--- src/verilog/timer_defs.svh ---
// Constants for the eight-bit reload event timer: register indices,
// reset values, field positions and prescaler tap masks.
// Assumes inclusion by bare name from the package and the timer module.
`ifndef TIMER_DEFS_SVH
`define TIMER_DEFS_SVH

// Register indices; the byte address on the bus is four times the index
`define IDX_MODE 16'hFFB2
`define IDX_COUNT 16'hFFB3
`define IDX_STATUS 16'hFFC0
`define IDX_MASK 16'hFFC1
`define IDX_EDGE 16'hFFC2
`define ADDR_W 18
`define DATA_W 32

// Reset values and fixed fields
`define MODE_RESET 8'h78
`define RELOAD_BIT_RESET 1'b0
`define SRC_RESET 3'h0
`define MODE_RSVD 8'h78
`define COUNT_RESET 8'h00
`define RELOAD_RESET 8'h00
`define COUNT_MAX 8'hFF
`define BIT_RELOAD 7
`define SRC_MSB 2
`define BIT_OVF 0
`define BIT_EDGE 0

// Count source codes
`define SRC_DIV8192 3'h0
`define SRC_DIV2048 3'h1
`define SRC_DIV512 3'h2
`define SRC_DIV256 3'h3
`define SRC_DIV64 3'h4
`define SRC_DIV16 3'h5
`define SRC_DIV4 3'h6
`define SRC_EXT 3'h7

// Prescaler width and the low-bit masks that mark each tap's last cycle
`define PRE_W 13
`define PRE_ONE 13'h0001
`define MASK_8192 13'h1FFF
`define MASK_2048 13'h07FF
`define MASK_512 13'h01FF
`define MASK_256 13'h00FF
`define MASK_64 13'h003F
`define MASK_16 13'h000F
`define MASK_4 13'h0003

`endif

--- src/verilog/timer_pkg.sv ---
// Types shared by the reload event timer.
// Assumes the constants header is on the include path.
`include "timer_defs.svh"

package timer_pkg;

  // Software-visible fields of the mode register
  typedef struct packed {
    logic reload_mode_select;
    logic [`SRC_MSB:0] count_source_select;
  } mode_fields_t;

  // Bus handshake states, one-hot
  typedef enum logic [1:0] {
    ST_IDLE = 2'b01,
    ST_ACCESS = 2'b10
  } bus_state_t;

endpackage

--- src/verilog/reload_event_timer.sv ---
// Eight-bit up-counting timer with interval and auto-reload modes,
// prescaled or external-edge count source, and an APB register slave.
// Assumes APB inputs and the event pin are synchronous to CORE_CLK_IN.
//
// Notes on behaviour
// RL1: The mode bit selects interval counting at 0 (reset) and auto-reload at 1.
// RL2: Mode bits 6 to 3 always read 1 and ignore writes.
// RL3: The source field picks clock/8192, /2048, /512, /256, /64, /16, /4 or the event pin.
// RL4: Event counting uses the rising or falling pin edge chosen by a separate edge bit.
// RL5: Software sets the pin function bit before choosing the event pin as source.
// RL6: The count is read-only, steps by one per source pulse and is readable at any time.
// RL7: Stepping past FF, by wrap or by reload, sets the overflow flag.
// RL8: An interrupt is requested while the flag is set and its enable is 1.
// RL9: Count and reload share one address; reads give the count, writes the reload.
// RL10: Reset clears count, reload and mode bit so interval counting starts at once.
// RL11: Writing the reload value also copies it into the count in either mode.
// RL12: Interval mode wraps to 00 on overflow, one overflow per 256 pulses.
// RL13: Auto-reload mode loads the reload value on overflow, a period of 1 to 256 pulses.
// RL14: Software masks the pin's own external interrupt when it counts events.
// RL15: The count halts in the low-power halt states while the mode register keeps its value.
// RL16: The overflow flag stays set until software clears it, whatever overflows follow.
// RL17: The mode register resets to 78 with mode bit and source field clear.
`include "timer_defs.svh"

module reload_event_timer
  import timer_pkg::*;
(
  input wire logic CORE_CLK_IN,
  input wire logic RST_N_IN,
  input wire logic PSEL_IN,
  input wire logic PENABLE_IN,
  input wire logic PWRITE_IN,
  input wire logic [`ADDR_W-1:0] PADDR_IN,
  input wire logic [`DATA_W-1:0] PWDATA_IN,
  output logic [`DATA_W-1:0] PRDATA_OUT,
  output logic PREADY_OUT,
  output logic PSLVERR_OUT,
  input wire logic EVENT_INPUT_PIN_IN,
  input wire logic LOW_POWER_HALT_IN,
  output logic IRQ_OUT
);

  // Tick of the selected prescaler tap: high in the last cycle of each period
  function automatic logic tap_tick(input logic [`SRC_MSB:0] sel, input logic [`PRE_W-1:0] pre);
    logic [`PRE_W-1:0] m;
    m = '0;
    case (sel)
      `SRC_DIV8192: m = `MASK_8192;
      `SRC_DIV2048: m = `MASK_2048;
      `SRC_DIV512: m = `MASK_512;
      `SRC_DIV256: m = `MASK_256;
      `SRC_DIV64: m = `MASK_64;
      `SRC_DIV16: m = `MASK_16;
      `SRC_DIV4: m = `MASK_4;
      default: m = '0;
    endcase
    return (sel != `SRC_EXT) && ((pre & m) == m);
  endfunction

  // Word-aligned register match
  function automatic logic addr_is(input logic [`ADDR_W-1:0] a, input logic [15:0] idx);
    return a == {idx, 2'b00};
  endfunction

  logic rst_meta_q;
  logic rst_n;
  bus_state_t state_q;
  mode_fields_t mode_q;
  logic [7:0] count_q;
  logic [7:0] count_d;
  logic [7:0] reload_q;
  logic edge_sel_q;
  logic status_q;
  logic status_d;
  logic mask_q;
  logic evt_prev_q;
  logic [`PRE_W-1:0] pre_q;
  logic pready_q;
  logic [`DATA_W-1:0] prdata_q;
  logic pslverr_q;
  logic irq_q;

  // Reset release through two flops; the first feeds only the second
  always_ff @(posedge CORE_CLK_IN or negedge RST_N_IN) begin
    if (!RST_N_IN) begin
      rst_meta_q <= 1'b0;
      rst_n <= 1'b0;
    end else begin
      rst_meta_q <= 1'b1;
      rst_n <= rst_meta_q;
    end
  end

  // Address decode
  wire sel_mode = addr_is(PADDR_IN, `IDX_MODE);
  wire sel_count = addr_is(PADDR_IN, `IDX_COUNT);
  wire sel_status = addr_is(PADDR_IN, `IDX_STATUS);
  wire sel_mask = addr_is(PADDR_IN, `IDX_MASK);
  wire sel_edge = addr_is(PADDR_IN, `IDX_EDGE);
  wire addr_hit = sel_mode | sel_count | sel_status | sel_mask | sel_edge;

  // Setup is seen in idle; the access completes on the edge with pready high
  wire setup = (state_q == ST_IDLE) && PSEL_IN && !PENABLE_IN;
  wire acc = (state_q == ST_ACCESS) && PSEL_IN && PENABLE_IN && pready_q;
  wire wr_ok = acc && PWRITE_IN && addr_hit;
  wire wr_mode = wr_ok && sel_mode;
  wire wr_reload = wr_ok && sel_count; // RL9
  wire wr_mask = wr_ok && sel_mask;
  wire wr_edge = wr_ok && sel_edge;
  wire rd_status = acc && !PWRITE_IN && sel_status;
  // Enable as it stands after this edge, so the request follows a mask write at once
  wire mask_d = wr_mask ? PWDATA_IN[`BIT_OVF] : mask_q;

  // Read view; reserved mode bits forced to one
  wire [7:0] mode_rd = {mode_q.reload_mode_select, 4'h0, mode_q.count_source_select} | `MODE_RSVD; // RL2
  wire [7:0] rd_byte = sel_mode ? mode_rd :
                       sel_count ? count_q : // RL9
                       sel_status ? {7'h00, status_q} :
                       sel_mask ? {7'h00, mask_q} :
                       sel_edge ? {7'h00, edge_sel_q} : 8'h00;

  // Source pulses: prescaler tap or chosen pin edge, gated by halt
  wire evt_rise = EVENT_INPUT_PIN_IN && !evt_prev_q;
  wire evt_fall = !EVENT_INPUT_PIN_IN && evt_prev_q;
  wire evt_edge = edge_sel_q ? evt_rise : evt_fall; // RL4
  wire is_ext = mode_q.count_source_select == `SRC_EXT;
  wire src_pulse = is_ext ? evt_edge : tap_tick(mode_q.count_source_select, pre_q); // RL3
  wire tick = src_pulse && !LOW_POWER_HALT_IN; // RL15
  wire ovf = tick && (count_q == `COUNT_MAX) && !wr_reload; // RL7

  // Next count: a reload write wins over a tick in the same cycle
  always_comb begin
    count_d = count_q;
    if (wr_reload) begin
      count_d = PWDATA_IN[7:0]; // RL11
    end else if (ovf) begin
      count_d = mode_q.reload_mode_select ? reload_q : `COUNT_RESET; // RL1 RL12 RL13
    end else if (tick) begin
      count_d = count_q + 8'h01; // RL6
    end
  end

  // Overflow flag: set wins over the read clear
  assign status_d = ovf | (status_q & !rd_status); // RL16

  // Bus handshake: pready is raised for the first access cycle
  always_ff @(posedge CORE_CLK_IN or negedge rst_n) begin
    if (!rst_n) begin
      state_q <= ST_IDLE;
      pready_q <= 1'b0;
      prdata_q <= '0;
      pslverr_q <= 1'b0;
    end else begin
      case (state_q)
        ST_IDLE: begin
          if (setup) begin
            state_q <= ST_ACCESS;
            pready_q <= 1'b1;
            prdata_q <= {24'h00_0000, rd_byte};
            pslverr_q <= !addr_hit;
          end
        end
        ST_ACCESS: begin
          if (acc || !PSEL_IN) begin
            state_q <= ST_IDLE;
            pready_q <= 1'b0;
            pslverr_q <= 1'b0;
          end
        end
        default: begin
          state_q <= ST_IDLE;
          pready_q <= 1'b0;
        end
      endcase
    end
  end

  // Software registers; mode keeps its value through halt states
  always_ff @(posedge CORE_CLK_IN or negedge rst_n) begin
    if (!rst_n) begin
      mode_q <= '{`RELOAD_BIT_RESET, `SRC_RESET}; // RL10 RL17
      reload_q <= `RELOAD_RESET; // RL10
      mask_q <= 1'b0;
      edge_sel_q <= 1'b0;
    end else begin
      if (wr_mode) begin
        mode_q <= mode_fields_t'({PWDATA_IN[`BIT_RELOAD], PWDATA_IN[`SRC_MSB:0]}); // RL1 RL2
      end
      if (wr_reload) begin
        reload_q <= PWDATA_IN[7:0]; // RL9
      end
      if (wr_mask) begin
        mask_q <= PWDATA_IN[`BIT_OVF];
      end
      if (wr_edge) begin
        edge_sel_q <= PWDATA_IN[`BIT_EDGE]; // RL4
      end
    end
  end

  // Counter, prescaler, pin history, flag and interrupt line
  always_ff @(posedge CORE_CLK_IN or negedge rst_n) begin
    if (!rst_n) begin
      count_q <= `COUNT_RESET; // RL10
      pre_q <= '0;
      evt_prev_q <= 1'b0;
      status_q <= 1'b0;
      irq_q <= 1'b0;
    end else begin
      count_q <= count_d;
      pre_q <= LOW_POWER_HALT_IN ? pre_q : pre_q + `PRE_ONE;
      evt_prev_q <= EVENT_INPUT_PIN_IN;
      status_q <= status_d; // RL7
      irq_q <= status_d & mask_d; // RL8
    end
  end

  assign PRDATA_OUT = prdata_q;
  assign PREADY_OUT = pready_q;
  assign PSLVERR_OUT = pslverr_q;
  assign IRQ_OUT = irq_q;
endmodule

--- config.mk ---
export PLATFORM = sky130hd
export DESIGN_NAME = reload_event_timer
export DESIGN_NICKNAME = d
export VERILOG_FILES = /design/src/verilog/timer_pkg.sv /design/src/verilog/reload_event_timer.sv
export VERILOG_INCLUDE_DIRS = /design/src /design/src/verilog
export SDC_FILE = /design/constraint.sdc
export NUM_CORES = 1
export LEC_CHECK = 0
export BUFFER_PORTS_ARGS = -buffer_cell sky130_fd_sc_hd__buf_2
export CELL_PAD_IN_SITES_DETAIL_PLACEMENT = 1
export CELL_PAD_IN_SITES_GLOBAL_PLACEMENT = 1
export CORE_ASPECT_RATIO = 1.2
export CORE_MARGIN = 2
export CORE_UTILIZATION = 35
export CTS_BUF_LIST = sky130_fd_sc_hd__clkbuf_4 sky130_fd_sc_hd__clkbuf_8
export CTS_CLUSTER_SIZE = 24
export DETAILED_ROUTE_END_ITERATION = 6
export GPL_TIMING_DRIVEN = 0
export PLACE_DENSITY = 0.77
export SYNTH_ARGS = -nofsm -noshare
export SYNTH_HDL_FRONTEND = slang
export SYNTH_SLANG_ARGS = --single-unit
--- constraint.sdc ---
create_clock -name CORE_CLK_IN -period 1.4 [get_ports CORE_CLK_IN]
set_input_delay 0.07 -clock CORE_CLK_IN [delete_from_list [all_inputs] [get_ports CORE_CLK_IN]]
set_output_delay 0.07 -clock CORE_CLK_IN [all_outputs]
set_load 0.05 [all_outputs]
==> results.cfg <==
[timing]
hold_viol_final = 0
maxSlewViolCount = 0
setup_slack_ns = -0.465
tightestPinTransition_ns = 0.672
clock.fmax_ghz = 0.536
period_share_pct = 133
worst_slew_margin_rel_pct = 55.2
setup_viol_count_final = 34
worst_hold_slack_ns = 0.00375
finalCriticalPeriod_ns = 1.87
fin_worst_skew_ns = 0.00998
rsz0062_at_grt = yes
fin_tns_setup_ns = -7.71

[routing]
aggregate_routed_wire_length_mm = 9.40
drt_pre_antenna_iters = 4
ant_nets = 0
dr_total_vias = 2589
post_drt_wl_per_cell_um = 18.6
drt_iter0_markers = 121
routed_via_count_divided_by_cell_count = 5.13
detail_route.drc_violations = 0

[yosys]
synth_sequential_area_ratio_pct = 46.0
arithmetic_cell_share_of_the_synthesized_area_counting_full_adders_half_adders_and_majority_gates_pct = 0.902
synth_cell_type_count = 52
ys_seq_elements = 51
async_flop_share_pct = 100
post_synth_edffs = 0
synth_top_flop_cell = sky130_fd_sc_hd__dfrtp_1
synthSimpleGateAreaFrac_pct = 24.2
synth_compound_gate_area_share_pct = 11.0
yosys.area_share.xor_xnor_pct = 4.42
post_synth_instance_area_mm2 = 0.00278
synth_warnings = 0
synthesis.area_per_instance_um2 = 9.77
dominant_combinational_cell_family_by_area_after_synthesis = simple AND/OR/NAND/NOR gates
synthesis.instances = 284
share_of_synthesized_area_spent_on_multiplexers_pct = 3.97

[cells_and_area]
drive_gt1_share_pct = 49.9
fillerInstances = 863
synthesis_to_layout_area_growth_pct = 53.5
antenna_cells = 0
layout_commonest_cell = sky130_fd_sc_hd__buf_4
multiInputGateArea_mm2 = 0.00166
regArea_mm2 = 0.00129
final_cell_mix = sky130_fd_sc_hd__buf_4, sky130_fd_sc_hd__buf_2, sky130_fd_sc_hd__dfrtp_1, sky130_fd_sc_hd__conb_1, sky130_fd_sc_hd__nand2_1
layout.cells.non_filler = 505
fin_nets = 471

[floorplan]
die_width_um = 85.3
row_count = 35
die_height_um = 102
floorplan.io_pins = 92
starting_density_of_the_core_pct = 36.0
die_area_mm2 = 0.00866
floorplan.core_area_mm2 = 0.00771

[critical_path]
critical_path.startpoint_type = register
rr_startpoint = count_q[4]$_DFFE_PN0P_
worst-endpoint-required_ns = 1.62
cell_count_of_the_worst_reg_to_reg_path = 6
endpoint_kind = register
worst_r2r_endpoint = count_q[4]$_DFFE_PN0P_
regToRegSetupSlack_ns = -0.47
cp_data_arrival_time_ns = 2.08
path_max_fanout = 7
crit_type = register to register

[global_routing]
grt_max_degree = 50
global_route.usage.total_pct = 18.8
antenna_found_initial = 0
first_global_vias = 2557
wire_length_of_the_first_global_routing_pass_mm = 12.7
total_grt_overflow = 0

[pwr]
power_density_mw_per_mm2 = 978
fin_total_pwr_uw = 4170
max-vdd-ir-drop_uv = 659
leakage_power_total_uw = 0.00206

[cts]
h-tree-depth = 2
root_buffer = sky130_fd_sc_hd__clkbuf_8
cts_tree = done
cts.sink_count = 51
numCtsBuffers = 5
clock_latency_ns = 0.31
clock_tree.buffer_depth = 2
clkSlewWorstSetupHoldPaths_ns = 0.09

[place]
place_hpwl_mm = 5.16
routabilityCongestion = 0.821
placement.io_buffers = 43
placedCellCount = 442

[run_status]
run_status = complete, but fails checks
violations = negative setup slack

[min_path]
hp-start = PWDATA_IN[7]
timing.hold.worst.class = primary input to register
hold_depth = 3
holdPathEnd = reload_q[7]$_DFFE_PN0P_

[flow_run]
max_cap_viols = 0
## state kept, by name (all words and copies together) (netlist names), 2 cells and up
| register | flops |
|---|---|
| state_q | 2 |
| count_q | 8 |
| reload_q | 8 |
| pre_q | 13 |
| mode_q | 4 |
| PRDATA_OUT | 8 |
## per-layer routing
metal  routed length (um)  vias up  global-route usage (%)
li1                     -     1209                       -
met2                 5190       62                    34.9
met1                 3650     1299                    21.7
met5                    0        -                       0
met4                  222        0                    6.35
met3                  331       19                    3.50
## stage by stage
stage               util (%)  setup slack (ns)  instance area (um^2)
floorplan                  -            -0.260                  2870
global placement        41.5            -0.446                  3200
detailed placement      41.5            -0.493                  3200
CTS                     48.8            -0.391                  3760
global route            55.3            -0.562                  4260
finish                  55.3            -0.465                  4260
## worst max-delay path by stage
stage,start,end,slack (ns),cells after the start
2_1_floorplan,state_q[1]$_DFFE_PN0P_,count_q[7]$_DFFE_PN0P_,-0.26,6
3_3_place_gp,edge_sel_q$_DFFE_PN0P_,count_q[7]$_DFFE_PN0P_,-0.45,5
3_5_place_dp,edge_sel_q$_DFFE_PN0P_,count_q[6]$_DFFE_PN0P_,-0.49,6
4_1_cts,edge_sel_q$_DFFE_PN0P_,count_q[4]$_DFFE_PN0P_,-0.39,7
5_1_grt,count_q[4]$_DFFE_PN0P_,count_q[4]$_DFFE_PN0P_,-0.56,6
6_report,count_q[4]$_DFFE_PN0P_,count_q[4]$_DFFE_PN0P_,-0.47,6
## timing repair
action                     in CTS  in global routing
gates resized for setup        41                 80
hold endpoints to repair        8                  0
setup endpoints to repair      33                 36
pin swaps                      13                 26
hold buffers                    6                  0
setup buffers                  23                 26
gates cloned                    2                  0
## cells in the mapped netlist (5+ instances only)
library cell               count  area (um^2)
sky130_fd_sc_hd__nand2_1      40          150
sky130_fd_sc_hd__mux2_2        8         90.1
sky130_fd_sc_hd__nor2_1       18         67.6
sky130_fd_sc_hd__nand4_1       8         50.1
sky130_fd_sc_hd__dfrtp_1      50         1250
sky130_fd_sc_hd__xnor2_1      10         87.6
sky130_fd_sc_hd__a21oi_1      17         85.1
sky130_fd_sc_hd__buf_4        25          188
sky130_fd_sc_hd__and3_1        6         37.5
sky130_fd_sc_hd__nand3_1      12         60.1
sky130_fd_sc_hd__nor3_1        5         25.0
sky130_fd_sc_hd__inv_1         8         30.0
sky130_fd_sc_hd__nand2b_1      5         31.3
## where the power goes
group	internal (uW)	leakage [uW]	switching, uW	total (uW)
registers	1640	0.000644	184	1820
clock network	734	0.0000688	506	1240
logic	436	0.00134	668	1100
total	2810	0.00206	1360	4170
## logic make-up (layout without fill, tap and decap cells)
kind of cell / Yosys count / count (layout)
DFF: 51 / 51
buffers and inverters: 40 / 146
adders and majority gates: 2 / 2
and+or+nand+nor: 120 / 120
xor gates and xnor gates: 14 / 14
other: 2 / 25
muxes: 10 / 10
AOI/OAI and AO/OA: 45 / 45
## critical path, cell delays in order, from the launching register on
cell and delay, ns:
sky130_fd_sc_hd__dfrtp_1 0.54, sky130_fd_sc_hd__nand4_1 0.25, sky130_fd_sc_hd__buf_4 0.22, sky130_fd_sc_hd__nor3_2 0.24, sky130_fd_sc_hd__nand2_1 0.09, sky130_fd_sc_hd__and4_1 0.22
sky130_fd_sc_hd__o31ai_2 0.22
## area by class of cell
type,count,share of cell area (%)
plain buffers,32,6.37
clock buffers,6,1.79
clock inverters,2,1.41
inverters,8,0.705
multi-input cells,216,39.0
flip-flops and latches,51,30.3
well taps,92,2.70
repair buffers,98,17.7
Note: power is estimated with default switching activity, not from simulation.
